--- src/rtl/sleep_wake_pkg.sv ---
// shared types and constants for the pump sleep/wake controller
`default_nettype none
package sleep_wake_pkg;
	localparam int VAL_W   = 16;
	localparam int DLY_W   = 16;
	localparam int SRC_W   = 6;
	localparam int DI_N    = 6;
	localparam int EXT_N   = 6;
	localparam int CMD_N   = 16;
	localparam int BUS_N   = 5;
	localparam logic [DLY_W-1:0] TIMER_RESET = 16'h0000;
	localparam logic [DLY_W-1:0] BOOST_NONE  = 16'h0000;
	localparam logic [SRC_W-1:0] SRC_NONE    = 6'h00;
	localparam logic [SRC_W-1:0] SRC_DI_BASE = 6'h01;
	localparam logic [SRC_W-1:0] SRC_EXT_BASE = 6'h07;
	localparam logic [SRC_W-1:0] SRC_CMD_BASE = 6'h0D;
	localparam logic [SRC_W-1:0] SRC_LOW_BASE = 6'h1D;

	typedef enum logic [2:0] {
		DETECT_NONE, DETECT_SWITCH, DETECT_FLOW, DETECT_SPEED,
		DETECT_POWER, DETECT_PRESSURE, DETECT_MULTIPLE
	} sleep_detect_t;

	typedef enum logic [1:0] {
		WAKE_FEEDBACK, WAKE_ERROR, WAKE_PRESSURE
	} wake_mode_t;

	typedef enum logic [1:0] {
		ST_IDLE, ST_RUN, ST_BOOST, ST_SLEEP
	} ctrl_state_t;

	typedef struct packed {
		logic [VAL_W-1:0] flow;
		logic [VAL_W-1:0] pressure;
		logic [VAL_W-1:0] speed;
		logic [VAL_W-1:0] power;
		logic [VAL_W-1:0] feedback;
		logic [VAL_W-1:0] reference;
	} process_t;

	typedef struct packed {
		logic [VAL_W-1:0] flow_level;
		logic [VAL_W-1:0] pressure_level;
		logic [VAL_W-1:0] speed_level;
		logic [VAL_W-1:0] power_level;
		logic [VAL_W-1:0] wake_level;
		logic [VAL_W-1:0] wake_error;
	} levels_t;

	typedef struct packed {
		logic [DLY_W-1:0] count;
		logic             done;
	} timer_t;
endpackage
`default_nettype wire
--- src/rtl/qualify_timer.sv ---
// qualification timer: condition must hold longer than a delay
`default_nettype none
module qualify_timer
	import sleep_wake_pkg::*;
#(
	parameter int W = DLY_W
) (
	input  wire logic         clk,
	input  wire logic         rst,
	input  wire logic         ce,
	input  wire logic         cond,
	input  wire logic [W-1:0] delay,
	output logic              expired
);
	timer_t state;
	timer_t next_state;

	// counter saturates once past the delay so a long hold cannot wrap
	always_comb begin
		next_state = state;
		if (!cond) begin
			next_state.count = TIMER_RESET;
			next_state.done  = 1'b0;
		end else if (!state.done) begin
			if (state.count > delay[DLY_W-1:0])
				next_state.done = 1'b1;
			else
				next_state.count = state.count + 16'h0001;
		end
	end

	always_ff @(posedge clk) begin
		if (rst)
			state <= '0;
		else if (ce)
			state <= next_state;
	end

	assign expired = state.done & cond;
endmodule
`default_nettype wire

--- src/rtl/sleep_wake_ctrl.sv ---
// pump sleep/wake state controller
`default_nettype none
// Summary of operation
// - with no wake condition, sleep once chosen condition holds longer than sleep delay
// - multi-pump without flow control also needs every auxiliary pump stopped
// - detect selector: none, switch, flow, speed, power, pressure, multiple-OR
// - flow criterion met while flow is below sleep flow level
// - switch criterion met while assigned sleep switch is active
// - speed criterion met while output frequency below sleep speed
// - power criterion met while output power below sleep power
// - pressure criterion met while outlet pressure above sleep pressure level
// - multiple mode: any one enabled criterion suffices
// - wake only after wake condition holds longer than wake delay
// - feedback mode, direct: wake when feedback below wake level
// - feedback mode, inverted: wake when feedback above wake level
// - error mode, direct: wake when feedback below reference minus error
// - error mode, inverted: wake when feedback above reference plus error
// - pressure mode: wake when pressure feedback below wake level
// - on sleep entry run boost speed for boost time, then stop
// - zero boost time skips boost and stops directly
// - run order in auto with wake met starts closed loop at once
// - run order in auto without wake met goes straight to sleep, no boost
// - switching to auto while running stays running in closed loop
// - switch source: none, digital, extension, command bits, inverted digital
module sleep_wake_ctrl
	import sleep_wake_pkg::*;
#(
	parameter int DI_COUNT  = DI_N,
	parameter int EXT_COUNT = EXT_N,
	parameter int CMD_COUNT = CMD_N,
	parameter int BUS_COUNT = BUS_N
) (
	input  wire logic                   MCLK,
	input  wire logic                   RST,
	input  wire logic                   CE,
	input  wire logic                   RUN_ORDER,
	input  wire logic                   AUTO_MODE,
	input  wire logic                   MOTOR_RUNNING,
	input  wire logic                   MULTI_PUMP,
	input  wire logic                   FLOW_CONTROL,
	input  wire logic                   AUX_PUMPS_STOPPED,
	input  wire logic                   LOOP_INVERSION,
	input  wire sleep_detect_t          SLEEP_DETECT_SELECT,
	input  wire logic                   LOW_FLOW_CRITERION,
	input  wire logic                   SPEED_CRITERION,
	input  wire logic                   POWER_CRITERION,
	input  wire logic                   HIGH_PRESSURE_CRITERION,
	input  wire logic                   SWITCH_CRITERION,
	input  wire wake_mode_t             WAKE_MODE_SELECT,
	input  wire logic [SRC_W-1:0]       SLEEP_SWITCH_SOURCE,
	input  wire logic [2:0]             SWITCH_BUS_SELECT,
	input  wire logic [DI_COUNT-1:0]    DIGITAL_IN,
	input  wire logic [EXT_COUNT-1:0]   EXTENSION_IN,
	input  wire logic [BUS_COUNT*CMD_COUNT-1:0] COMMAND_BITS,
	input  wire process_t               PROCESS,
	input  wire levels_t                LEVELS,
	input  wire logic [DLY_W-1:0]       SLEEP_QUALIFY_DELAY,
	input  wire logic [DLY_W-1:0]       WAKE_QUALIFY_DELAY,
	input  wire logic [VAL_W-1:0]       SLEEP_BOOST_SPEED,
	input  wire logic [DLY_W-1:0]       SLEEP_BOOST_TIME,
	output logic                        LOOP_ACTIVE,
	output logic                        BOOST_ACTIVE,
	output logic                        ASLEEP,
	output logic                        MOTOR_STOP,
	output logic [VAL_W-1:0]            SPEED_OVERRIDE
);
	// ----------------------------------------------------------------
	// state
	// ----------------------------------------------------------------
	typedef struct packed {
		ctrl_state_t      mode;
		logic [DLY_W-1:0] boost_count;
		logic             run_seen;
		logic             auto_seen;
		logic [VAL_W-1:0] speed_out;
	} ctrl_reg_t;

	ctrl_reg_t state;
	ctrl_reg_t next_state;

	// ----------------------------------------------------------------
	// sleep switch source
	// ----------------------------------------------------------------
	logic [DI_COUNT-1:0]  di_hit;
	logic [EXT_COUNT-1:0] ext_hit;
	logic [CMD_COUNT-1:0] cmd_hit;
	logic [DI_COUNT-1:0]  low_hit;
	logic [CMD_COUNT-1:0] cmd_lane;
	logic                 switch_active;

	assign cmd_lane = COMMAND_BITS[SWITCH_BUS_SELECT % BUS_COUNT * CMD_COUNT +: CMD_COUNT];

	// decode one hot per source entry; unassigned leaves every hit low
	genvar gi;
	generate
		for (gi = 0; gi < CMD_COUNT; gi++) begin : g_src
			if (gi < DI_COUNT) begin : g_di
				assign di_hit[gi]  = (SLEEP_SWITCH_SOURCE == SRC_DI_BASE + SRC_W'(gi))
					& DIGITAL_IN[gi];
				assign low_hit[gi] = (SLEEP_SWITCH_SOURCE == SRC_LOW_BASE + SRC_W'(gi))
					& ~DIGITAL_IN[gi];
			end
			if (gi < EXT_COUNT) begin : g_ext
				assign ext_hit[gi] = (SLEEP_SWITCH_SOURCE == SRC_EXT_BASE + SRC_W'(gi))
					& EXTENSION_IN[gi];
			end
			assign cmd_hit[gi] = (SLEEP_SWITCH_SOURCE == SRC_CMD_BASE + SRC_W'(gi))
				& cmd_lane[gi];
		end
	endgenerate

	assign switch_active = (|di_hit) | (|ext_hit) | (|cmd_hit) | (|low_hit);

	// ----------------------------------------------------------------
	// sleep criteria
	// ----------------------------------------------------------------
	logic flow_low;
	logic speed_low;
	logic power_low;
	logic pressure_high;
	logic sleep_met;
	logic sleep_cond;

	assign flow_low      = PROCESS.flow < LEVELS.flow_level;
	assign speed_low     = PROCESS.speed < LEVELS.speed_level;
	assign power_low     = PROCESS.power < LEVELS.power_level;
	assign pressure_high = PROCESS.pressure > LEVELS.pressure_level;

	always_comb begin
		case (SLEEP_DETECT_SELECT)
			DETECT_SWITCH:   sleep_met = switch_active;
			DETECT_FLOW:     sleep_met = flow_low;
			DETECT_SPEED:    sleep_met = speed_low;
			DETECT_POWER:    sleep_met = power_low;
			DETECT_PRESSURE: sleep_met = pressure_high;
			DETECT_MULTIPLE: sleep_met = (SWITCH_CRITERION & switch_active)
				| (LOW_FLOW_CRITERION & flow_low) | (SPEED_CRITERION & speed_low)
				| (POWER_CRITERION & power_low)
				| (HIGH_PRESSURE_CRITERION & pressure_high);
			default:         sleep_met = 1'b0;
		endcase
	end

	// ----------------------------------------------------------------
	// wake criteria
	// ----------------------------------------------------------------
	logic [VAL_W:0] err_low;
	logic [VAL_W:0] err_high;
	logic           wake_met;

	// one extra bit so reference +/- error cannot wrap around
	assign err_low  = {1'b0, PROCESS.reference} - {1'b0, LEVELS.wake_error};
	assign err_high = {1'b0, PROCESS.reference} + {1'b0, LEVELS.wake_error};

	always_comb begin
		case (WAKE_MODE_SELECT)
			WAKE_FEEDBACK: wake_met = LOOP_INVERSION
				? (PROCESS.feedback > LEVELS.wake_level)
				: (PROCESS.feedback < LEVELS.wake_level);
			WAKE_ERROR:    wake_met = LOOP_INVERSION
				? ({1'b0, PROCESS.feedback} > err_high)
				: (!err_low[VAL_W] && {1'b0, PROCESS.feedback} < err_low);
			WAKE_PRESSURE: wake_met = PROCESS.feedback < LEVELS.wake_level;
			default:       wake_met = 1'b0;
		endcase
	end

	assign sleep_cond = sleep_met & ~wake_met
		& (~MULTI_PUMP | FLOW_CONTROL | AUX_PUMPS_STOPPED);

	// ----------------------------------------------------------------
	// qualification timers
	// ----------------------------------------------------------------
	logic sleep_ok;
	logic wake_ok;

	qualify_timer #(.W(DLY_W)) u_sleep_timer (
		.clk     (MCLK),
		.rst     (RST),
		.ce      (CE),
		.cond    (sleep_cond & (state.mode == ST_RUN)),
		.delay   (SLEEP_QUALIFY_DELAY),
		.expired (sleep_ok)
	);

	qualify_timer #(.W(DLY_W)) u_wake_timer (
		.clk     (MCLK),
		.rst     (RST),
		.ce      (CE),
		.cond    (wake_met & (state.mode == ST_SLEEP)),
		.delay   (WAKE_QUALIFY_DELAY),
		.expired (wake_ok)
	);

	// ----------------------------------------------------------------
	// control sequence
	// ----------------------------------------------------------------
	logic active;
	logic start_edge;

	assign active     = RUN_ORDER & AUTO_MODE;
	assign start_edge = active & ~(state.run_seen & state.auto_seen);

	always_comb begin
		next_state           = state;
		next_state.run_seen  = RUN_ORDER;
		next_state.auto_seen = AUTO_MODE;
		if (!active) begin
			next_state.mode        = ST_IDLE;
			next_state.boost_count = TIMER_RESET;
			next_state.speed_out   = '0;
		end else begin
			case (state.mode)
				ST_IDLE: begin
					if (start_edge && state.auto_seen && !state.run_seen)
						next_state.mode = wake_met ? ST_RUN : ST_SLEEP;
					else if (MOTOR_RUNNING)
						next_state.mode = ST_RUN;
					else
						next_state.mode = wake_met ? ST_RUN : ST_SLEEP;
				end
				ST_RUN: begin
					if (sleep_ok) begin
						if (SLEEP_BOOST_TIME == BOOST_NONE) begin
							next_state.mode = ST_SLEEP;
						end else begin
							next_state.mode        = ST_BOOST;
							next_state.boost_count = TIMER_RESET;
							next_state.speed_out   = SLEEP_BOOST_SPEED;
						end
					end
				end
				ST_BOOST: begin
					if (state.boost_count + 16'h0001 >= SLEEP_BOOST_TIME) begin
						next_state.mode      = ST_SLEEP;
						next_state.speed_out = '0;
					end else begin
						next_state.boost_count = state.boost_count + 16'h0001;
					end
				end
				ST_SLEEP: begin
					if (wake_ok)
						next_state.mode = ST_RUN;
				end
				default: next_state.mode = ST_IDLE;
			endcase
		end
	end

	always_ff @(posedge MCLK) begin
		if (RST)
			state <= '{mode: ST_IDLE, default: '0};
		else if (CE)
			state <= next_state;
	end

	// ----------------------------------------------------------------
	// outputs
	// ----------------------------------------------------------------
	assign LOOP_ACTIVE    = state.mode == ST_RUN;
	assign BOOST_ACTIVE   = state.mode == ST_BOOST;
	assign ASLEEP         = state.mode == ST_SLEEP;
	assign MOTOR_STOP     = state.mode == ST_SLEEP;
	assign SPEED_OVERRIDE = state.speed_out;
endmodule
`default_nettype wire

--- config.mk ---
export PLATFORM = sky130hd
export DESIGN_NAME = sleep_wake_ctrl
export DESIGN_NICKNAME = d
export VERILOG_FILES = /design/src/rtl/sleep_wake_pkg.sv /design/src/rtl/qualify_timer.sv /design/src/rtl/sleep_wake_ctrl.sv
export SDC_FILE = /design/constraint.sdc
export NUM_CORES = 1
export LEC_CHECK = 0
export BUFFER_PORTS_ARGS = -buffer_cell sky130_fd_sc_hd__clkbuf_2
export CAP_MARGIN = 20
export CORE_MARGIN = 2
export CORE_UTILIZATION = 30
export CTS_BUF_LIST = sky130_fd_sc_hd__clkbuf_16
export CTS_CLUSTER_DIAMETER = 100
export DETAILED_ROUTE_END_ITERATION = 16
export PLACE_DENSITY = 0.64
export SETUP_SLACK_MARGIN = 0.2
export SYNTH_ARGS = -nofsm -noshare
export SYNTH_HDL_FRONTEND = slang
export SYNTH_SLANG_ARGS = --single-unit
--- constraint.sdc ---
create_clock -name MCLK -period 5.2 [get_ports MCLK]
set_input_delay 0.26 -clock MCLK [delete_from_list [all_inputs] [get_ports MCLK]]
set_output_delay 0.26 -clock MCLK [all_outputs]
set_load 0.01 [all_outputs]
Word level (Yosys, flattened, before mapping)
Cells that the tools add are included.
- add/sub/neg operators: 5
- reduce and logical (&&, ||, !) cells: 17
- order comparisons: 11
- equal/unequal tests: 55
- mux-type cells: 29
- shift-type cells: 1
- divide/modulo/power cells: 1
- bitwise logic cells: 66
- operator list (cell ; number):
    16-bit two-way mux ; 8
    6-bit by 5-bit == test with 1-bit output, second input constant ; 16
    80-bit by 33-bit variable part select with 16-bit output ; 1
    17-bit two-way mux ; 4
    16-bit greater-than comparator ; 4
    16-bit less-than comparator ; 4
    16-bit case mux with 2 select lines ; 2
    16-bit by 1-bit adder with 16-bit output, second input constant ; 3
    1-bit AND ; 48
    6-bit by 4-bit == test with 1-bit output, second input constant ; 8
    18-bit two-way mux ; 2
    3-bit by 3-bit remainder unit with 32-bit output, second input constant ; 1
    6-bit by 3-bit == test with 1-bit output, second input constant ; 4
    6-bit == test, second input constant ; 3
    6-bit OR reduction ; 3
    16-bit by 16-bit adder with 17-bit output ; 1
    16-bit by 17-bit greater-than comparator with 1-bit output ; 1
    16-bit by 17-bit less-than comparator with 1-bit output ; 1
    16-bit by 16-bit subtractor with 17-bit output ; 1
    16-bit >= comparator ; 1
    16-bit zero test ; 1
    16-bit OR reduction ; 1
    6-bit by 2-bit == test with 1-bit output, second input constant ; 2
    3-bit inequality test, second input constant ; 4
    21 further kinds ; 61
- flip-flop bits (word level): 70
- bits of input ports: 377

Longest topological paths before layout
Gate-level depths: netlist of the first run.
- depth after elaboration: 19
- depth in mapped cells: 24
- gate-level depth less buffers: 23

By module
From an unflattened synthesis of the first run, not the netlist that was laid out.
- cells, all modules: 1418
- area, all modules: 10517.6 um^2
- by module, submodules not included (module ; cells an instance ; times used ; area each (um^2)):
    sleep_wake_ctrl ; 1102 ; 1 ; 8010.2
    qualify_timer ; 158 ; 2 ; 1253.7

Worst setup path before layout of the first run
No wires, ideal clock.
- path kind: input -> register
- start: input LEVELS[1] (netlist name)
- end: register u_sleep_timer.state[12] (netlist name)
- required time: 5.117 ns
- data arrival time: 4.380 ns
- path slack: 0.737 ns
- stages: 22
- library setup time: 0.083 ns
- path through: inv_1 -> ha_1 -> nor2b_1 -> o21ai_0 -> a21oi_1 -> o21ai_0 -> a21oi_1 -> o21ai_0 -> a21oi_1 -> o31ai_1 -> a31oi_1 -> xnor2_1 -> ha_1 -> nand3_1 -> a211oi_1 -> a221oi_1 -> o211ai_1 -> nand4_1 -> a2111oi_4 -> nand2_1 -> buf_2 -> o221ai_1
- cells in the longest elaborated chain, start to end: 11
- RTL lines (what ; RTL line ; text):
    start, declared ; sleep_wake_ctrl.sv:56 ; input wire levels_t LEVELS,
    16-bit by 16-bit subtractor with 17-bit output ; sleep_wake_ctrl.sv:152 ; assign err_low = {1'b0, PROCESS.reference} - {1'b0, LEVELS.wake_error};
    16-bit by 17-bit less-than comparator with 1-bit output or 1-bit zero test (tied branches) ; sleep_wake_ctrl.sv:162 ; : (!err_low[VAL_W] && {1'b0, PROCESS.feedback} < err_low);
    1-bit logical AND ; sleep_wake_ctrl.sv:162 ;
    1-bit two-way mux (*) ; sleep_wake_ctrl.sv:161 ; ? ({1'b0, PROCESS.feedback} > err_high)
    1-bit case mux with 3 select lines (*) ; sleep_wake_ctrl.sv:156 ; case (WAKE_MODE_SELECT)
    1-bit NOT (*) ; sleep_wake_ctrl.sv:168 ; assign sleep_cond = sleep_met & ~wake_met
    1-bit AND (*) ; sleep_wake_ctrl.sv:168 ;
    1-bit AND (*) ; sleep_wake_ctrl.sv:169 ; & (~MULTI_PUMP | FLOW_CONTROL | AUX_PUMPS_STOPPED);
    1-bit AND (*) ; sleep_wake_ctrl.sv:181 ; .cond (sleep_cond & (state.mode == ST_RUN)),
    2-bit inequality test (no source line) ; n/a ;
    3-bit AND reduction (no source line) ; n/a ;
    end signal, assigned ; qualify_timer.sv:36 ; state <= next_state;
    end, declared ; qualify_timer.sv:15 ; timer_t state;
Every way passes the cells marked *; elsewhere a longest branch is shown, timed or not.
A chain may end at the register's enable or synchronous reset.

Worst setup path in the final report of the first run
- start: input LEVELS[2] (netlist name)
- end: register state[27] (netlist name)
- cells in the longest elaborated chain, start to end: 12
- RTL lines (what ; RTL line ; text):
    16-bit by 16-bit subtractor with 17-bit output ; sleep_wake_ctrl.sv:152 ;
    16-bit by 17-bit less-than comparator with 1-bit output or 1-bit zero test (tied branches) ; sleep_wake_ctrl.sv:162 ;
    1-bit logical AND ; sleep_wake_ctrl.sv:162 ;
    1-bit two-way mux (*) ; sleep_wake_ctrl.sv:161 ;
    1-bit case mux with 3 select lines (*) ; sleep_wake_ctrl.sv:156 ;
    1-bit NOT (*) ; sleep_wake_ctrl.sv:168 ;
    1-bit AND (*) ; sleep_wake_ctrl.sv:168 ;
    1-bit AND (*) ; sleep_wake_ctrl.sv:169 ;
    1-bit AND (*) ; sleep_wake_ctrl.sv:181 ;
    1-bit AND (*) ; qualify_timer.sv:39 ; assign expired = state.done & cond;
    3-bit inequality test (no source line) (*) ; n/a ;
    5-bit AND reduction (no source line) (*) ; n/a ;
    end signal, assigned ; sleep_wake_ctrl.sv:254 ; state <= next_state;
    end, declared ; sleep_wake_ctrl.sv:78 ; ctrl_reg_t state;
Marks and branches as above.

==> results.json, run 1 <==
{
  "cap_viol_max_count": 0,
  "vias": 12249,
  "ys_seq_area_share_pct": 12.7,
  "cts_tree": "built",
  "finalSetupViolCount": 0,
  "postRouteAntennaNets": 0,
  "cp_max_fo": 16,
  "globalplace.congestion": 1.00,
  "synth.avg_cell_area_um2": 7.37,
  "skew_ns": 0.00732,
  "finalNetCount": 2437,
  "layout-drive-gt1-share_pct": 25.5,
  "fp.coreArea_um2": 36300,
  "endpoint_kind": "register",
  "syn_to_final_growth_pct": 24.7,
  "syn_area_um2": 11000,
  "die-area_um2": 38300,
  "drt-initial-drc-count": 650,
  "syn_nets": 2071,
  "path_cells": "clkbuf_2 -> inv_1 -> ha_1 -> inv_1 -> a21oi_1 -> o21bai_1 -> a21oi_1 -> o21ba_2 -> o211ai_1 -> a311oi_1 -> a211oi_1 -> ha_1 -> nor4_1 -> a22oi_1 -> a221oi_1 -> o41a_1 -> nand2_1 -> a211oi_4 -> a2bb2oi_2 -> buf_4 -> o221ai_1",
  "synth-edff-count": 0,
  "cp.arrival_ns": 4.85,
  "fin_area_um2": 13700,
  "grt_pass1_wl_um": 60200,
  "worstSetupPathType": "in2reg",
  "hpwl_um": 33000,
  "gr-total-overflow": 0,
  "slowest_delay_ns": 0.60,
  "p_leak_nw": 6.86,
  "track_usage_pct": 19.4,
  "status": "finished clean",
  "cts_root_buf": "clkbuf_16",
  "cts-htree-levels": 3,
  "first_pass_iters": 5,
  "io_buffers": 396,
  "critPathRequiredTime_ns": 5.40,
  "drc_errors": 0,
  "via_per_inst": 5.25,
  "clkLatencyLatePin_ns": 0.34,
  "finalHoldViolations": 0,
  "cpMaxStageDelayCell": "a311oi_1",
  "tightest_slew_ns": 0.875,
  "synthCells": 1494,
  "ys_seq_elements": 70,
  "hold_slack_ns": 0.141,
  "num_io_pins": 397,
  "cts_buffers": 9,
  "start_util_pct": 30.3,
  "relSlewSlack_pct": 41.6,
  "path_clk_slew_ns": 0.06,
  "ys_types": 85,
  "cts-hold-fix-buffers": 0,
  "period_share_pct": 89.5,
  "grt_max_degree": 32,
  "clock_sinks": 70,
  "postPlaceCellArea_um2": 13400,
  "p_per_area_nw_per_um2": 151,
  "period_needed_ns": 4.66,
  "grt_pass1_vias": 11828,
  "start_kind": "input port",
  "finalWirelength_um": 38600,
  "postLayoutCoreUtil_pct": 37.8,
  "routedWlPerCell_um": 16.5,
  "cts_buffer_depth": 2,
  "die_h_um": 196,
  "ys.flop_type": "dfxtp_1",
  "fp-row-count": 70,
  "antenna_found_initial": 2,
  "vdd_drop_max_v": 0.000153,
  "rsz0062_at_grt": "no",
  "fill_cells": 3808,
  "drv_slew": 0,
  "synthArstFlopShare_pct": 0,
  "die_w_um": 196,
  "ys_warn_count": 0,
  "hold_path_class": "in2reg",
  "fmax_mhz": 215
}
-- through the flow --
step                power, W  setup WS, ns  cells  TNS [ns]
CTS                  0.00208         0.332   2326         0
global placement     0.00144       -0.0115   2309    -0.110
global route         0.00222         0.200   2335         0
floorplan            0.00112         0.737   1494         0
detailed placement   0.00146        -0.176   2310     -2.02
finish               0.00207         0.544   2335         0
-- cells in the mapped netlist (all sizes together) (6+ instances only) --
| master | instances | area (µm²) |
|---|---|---|
| a311oi | 7 | 61.3 |
| and3 | 14 | 87.6 |
| nand4 | 32 | 200 |
| or2 | 7 | 43.8 |
| o21a | 17 | 128 |
| o311ai | 6 | 52.6 |
| a31oi | 13 | 96.3 |
| xnor2 | 31 | 272 |
| mux2 | 9 | 101 |
| nor2b | 22 | 138 |
| nor3b | 6 | 45.0 |
| nor4 | 20 | 125 |
| o22ai | 8 | 50.1 |
| nand3 | 42 | 210 |
| nand2b | 26 | 163 |
| inv | 211 | 792 |
| and2 | 7 | 43.8 |
| or4 | 11 | 86.3 |
| o31ai | 8 | 73.8 |
| o221ai | 34 | 310 |
| o2111ai | 20 | 181 |
| clkbuf | 33 | 124 |
| a21o | 18 | 135 |
| nand2 | 115 | 432 |
| mux2i | 29 | 290 |
| nor3 | 27 | 135 |
| dfxtp | 70 | 1400 |
| nand3b | 8 | 60.1 |
| or3 | 17 | 106 |
| nor2 | 97 | 364 |
| o21bai | 10 | 75.1 |
| a2111oi | 6 | 71.3 |
| buf | 34 | 251 |
| a211oi | 16 | 133 |
| o211ai | 17 | 141 |
| ha | 198 | 2480 |
| o21ai | 78 | 390 |
| a21oi | 105 | 548 |
-- placed cells by master (no fill, tap or decap), drive strengths merged, types with 6 or more instances in the layout --
cell type and n:
dfxtp 70, o2111ai 20, or2 7, inv 213
o21ai 78, o221ai 34, a21oi 105, nand2 116
nor2 97, o21bai 10, and2 7, ha 198
nand4 32, clkbuf 405, a311oi 7, buf 25
o22ai 8, a2111oi 6, or4 11, o21a 17
xnor2 31, nand3b 8, o31ai 8, nor3b 6
nor2b 22, mux2 9, nand2b 26, mux2i 29
o211ai 17, a31oi 13, a211oi 16, and3 14
nor3 27, a21o 18, o311ai 6, nand3 42
nor4 20, or3 17
-- power by group --
group          internal, W  switching (W)
Combinational     0.000403       0.000509
Clock             0.000368       0.000246
Sequential        0.000542     0.00000542
Total              0.00131       0.000760
-- layer usage --
layer	up-vias	share of wire [%]	track usage [%]	wire length (µm)
met5	-	0	0	0
met3	62	5.8	2.59	2220
met4	0	2.7	6.42	1050
met2	442	47	33.0	18000
met1	5584	45	25.4	17300
li1	6161	-	-	-
-- final timing paths --
kind | endpoint | slack [ns] | from | cells after the start
worst max-delay path | state[27]$_SDFFE_PP0P_ | 0.54 | LEVELS[2] | 21
worst max register to register | state[27]$_SDFFE_PP0P_ | 0.85 | state[18]$_SDFFE_PP0P_ | 15
worst min register to register | SPEED_OVERRIDE[5]$_SDFFE_PP0P_ | 0.46 | SPEED_OVERRIDE[5]$_SDFFE_PP0P_ | 2
worst min-delay path | SPEED_OVERRIDE[15]$_SDFFE_PP0P_ | 0.14 | SLEEP_BOOST_SPEED[15] | 3
-- logic make-up (layout without fill, tap and decap cells) --
kind of cell	after synthesis	count (layout)	share of synthesized area, %
other cells	0	2	0
buf+inv	279	649	10.6
simple gates	465	466	21.5
flops	70	70	12.7
fa+ha+maj	200	200	22.9
compound gates	408	408	26.0
mux	38	38	3.56
xor+xnor	34	34	2.70
-- state kept, by name (all words and copies together), names as in the netlist --
register	flops
u_sleep_timer.state	17
SPEED_OVERRIDE	16
state	20
u_wake_timer.state	17
-- worst max-delay path: cells and delay by family --
| kind | cells | cell delay (ns) |
|---|---|---|
| AO/OA/AOI/OAI | 13 | 3.14 |
| buffers and inverters | 4 | 0.44 |
| adder cells (fa/ha/maj) | 2 | 0.64 |
| AND/OR/NAND/NOR | 2 | 0.36 |
-- area by class of cell --
cell class              instances  area, µm²  area share [%]
diodes                          2       5.00          0.0364
clock inverters                 7       67.6           0.492
repair buffers                421       2190            15.9
inverters                     212        796            5.79
clock buffers                   9        225            1.64
multi-input cells            1146       8460            61.6
flip-flops and latches         70       1400            10.2
well taps                     468        586            4.26
-- repair_timing --
item / CTS / global route
setup buffers: 0 / 6
gates cloned: 0 / 1
resized for setup: 1 / 5
endpoints found under the hold margin: 0 / 0
endpoints found under the setup margin: 2 / 61
pin swaps: 0 / 6
No activity file was read; power rests on OpenSTA's default activity.
==> inputs of run 2 (changes only) <==
--- a/config.mk
+++ b/config.mk
@@ -13,6 +13,7 @@
 export CTS_CLUSTER_DIAMETER = 100
 export DETAILED_ROUTE_END_ITERATION = 16
 export PLACE_DENSITY = 0.64
+export REMOVE_ABC_BUFFERS = 1
 export SETUP_SLACK_MARGIN = 0.2
 export SYNTH_ARGS = -nofsm -noshare
 export SYNTH_HDL_FRONTEND = slang
==> results.json, run 2 (synthesis results as in run 1) <==
{
  "status": "finished clean",
  "clkLatencyLatePin_ns": 0.33,
  "clock_sinks": 70,
  "cp.arrival_ns": 4.80,
  "fmax_mhz": 220,
  "skew_ns": 0.00690,
  "routedWlPerCell_um": 16.4,
  "start_util_pct": 30.3,
  "antenna_found_initial": 6,
  "finalWirelength_um": 38300,
  "path_clk_slew_ns": 0.06,
  "final_cell_mix": "396 x clkbuf_2, 213 x inv_1, 198 x ha_1",
  "io_buffers": 396,
  "worstSetupPathType": "in2reg",
  "layout-drive-gt1-share_pct": 25.3,
  "start_kind": "input port",
  "fp-row-count": 70,
  "startpoint": "PROCESS[0]",
  "period_needed_ns": 4.55,
  "cts_buffer_depth": 2,
  "grt_max_degree": 31,
  "r2r-end": "SPEED_OVERRIDE[2]$_SDFFE_PP0P_",
  "hold_path_class": "in2reg",
  "drt-initial-drc-count": 833,
  "die_w_um": 196,
  "p_leak_nw": 6.84,
  "rsz0062_at_grt": "no",
  "place_inst": 2312,
  "drv_slew": 0,
  "regMostFlops": "state",
  "vias": 12366,
  "globalplace.congestion": 1.02,
  "finalNetCount": 2434,
  "endpoint_kind": "register",
  "num_io_pins": 397,
  "die-area_um2": 38300,
  "ff2ff_setup_slack_ns": 0.93,
  "setup_tns_ns": 0,
  "cts-hold-fix-buffers": 0,
  "critPathRequiredTime_ns": 5.45,
  "cts-htree-levels": 3,
  "cts_buffers": 9,
  "finalHoldViolations": 0,
  "cap_viol_max_count": 0,
  "drc_errors": 0,
  "relSlewSlack_pct": 33.3,
  "place_ws_ns": 0.0406,
  "gr-total-overflow": 0,
  "cts_tree": "built",
  "instances_no_fill": 2333,
  "grt_pass1_vias": 12114,
  "first_pass_iters": 5,
  "tightest_slew_ns": 0.975,
  "cts_root_buf": "clkbuf_16",
  "reg2regPathDepth": 16,
  "p_per_area_nw_per_um2": 146,
  "hold_end": "SPEED_OVERRIDE[11]$_SDFFE_PP0P_",
  "grt_pass1_wl_um": 61300,
  "r2r-start": "state[18]$_SDFFE_PP0P_",
  "via_per_inst": 5.30,
  "postLayoutCoreUtil_pct": 37.6,
  "syn_to_final_growth_pct": 24.2,
  "die_h_um": 196,
  "finalSetupViolCount": 0,
  "hpwl_um": 32800,
  "period_share_pct": 87.5,
  "fp.coreArea_um2": 36300,
  "finalWorstSetupSlack_ns": 0.648,
  "track_usage_pct": 19.5,
  "reg_top3": "state: 20 flops, u_sleep_timer.state: 17 flops, u_wake_timer.state: 17 flops",
  "min_from": "SLEEP_BOOST_SPEED[11]",
  "cp_max_fo": 14,
  "hold-path-cell-count": 3,
  "final_common_cell": "clkbuf_2",
  "vdd_drop_max_v": 0.000107,
  "largest_register_ffs": 20,
  "postRouteAntennaNets": 0
}
run 2: through the flow:
step	cell area (µm²)	total power, W	hold WS (ns)
floorplan	10600	0.00109	0.329
global placement	13400	0.00145	0.445
detailed placement	13400	0.00146	0.456
CTS	13600	0.00200	0.137
global route	13700	0.00214	0.149
finish	13700	0.00199	0.147
run 2: repair_timing:
item / in CTS / in global routing
endpoints found under the setup margin: 0 / 41
hold endpoints to repair: 0 / 0
resized for setup: 0 / 6
setup buffers: 0 / 2
run 2: metal layers:
| layer | track usage [%] | part of all wire [%] | up-vias |
|---|---|---|---|
| met1 | 25.9 | 44 | 5673 |
| met4 | 5.68 | 2.5 | 2 |
| met2 | 33.0 | 47 | 476 |
| met3 | 2.63 | 6.7 | 65 |
| li1 | - | - | 6150 |
| met5 | 0 | 0.034 | - |
run 2: worst max path at each step:
stage / slack (ns) / to / depth (start not counted)
after global placement: 0.19 / u_sleep_timer.state[5]$_SDFFE_PP0P_ / 22
after detailed placement: 0.04 / u_sleep_timer.state[6]$_SDFFE_PP0P_ / 23
after CTS: 0.36 / u_sleep_timer.state[6]$_SDFFE_PP0P_ / 23
after global routing: 0.22 / u_sleep_timer.state[16]$_SDFFE_PP0P_ / 24
after floorplan: 0.44 / u_sleep_timer.state[10]$_SDFFE_PP0P_ / 21
final: 0.65 / u_sleep_timer.state[16]$_SDFFE_PP0P_ / 23
run 2: power breakdown:
group	internal, W	switching [W]	total, W
registers	0.000543	0.00000542	0.000548
logic	0.000406	0.000512	0.000917
clock network	0.000310	0.000216	0.000526
total	0.00126	0.000733	0.00199
run 2: critical path, stage by stage:
cell and delay [ns]:
clkbuf_2 0.10, ha_1 0.15, inv_1 0.06, fa_1 0.40, nor2_1 0.17, o2111ai_1 0.16, and3_1 0.23, o41a_1 0.37
o21bai_1 0.15, a21oi_1 0.11, o21bai_1 0.13, a21oi_1 0.09, xnor2_1 0.13, ha_1 0.20, nor4_1 0.25, a22oi_1 0.13
a221oi_1 0.30, o41a_1 0.29, nand4_1 0.25, a2111oi_4 0.35, buf_4 0.27, o311ai_0 0.16, o221ai_1 0.10
run 2: cell type report:
type | count | area [µm²]
Tap cell | 468 | 586
Multi-Input combinational cell | 1145 | 8460
Clock buffer | 9 | 225
Inverter | 212 | 796
Sequential cell | 70 | 1400
Antenna cell | 5 | 12.5
Timing Repair Buffer | 419 | 2170
Fill cell | 3844 | 22700
Clock inverter | 5 | 21.3
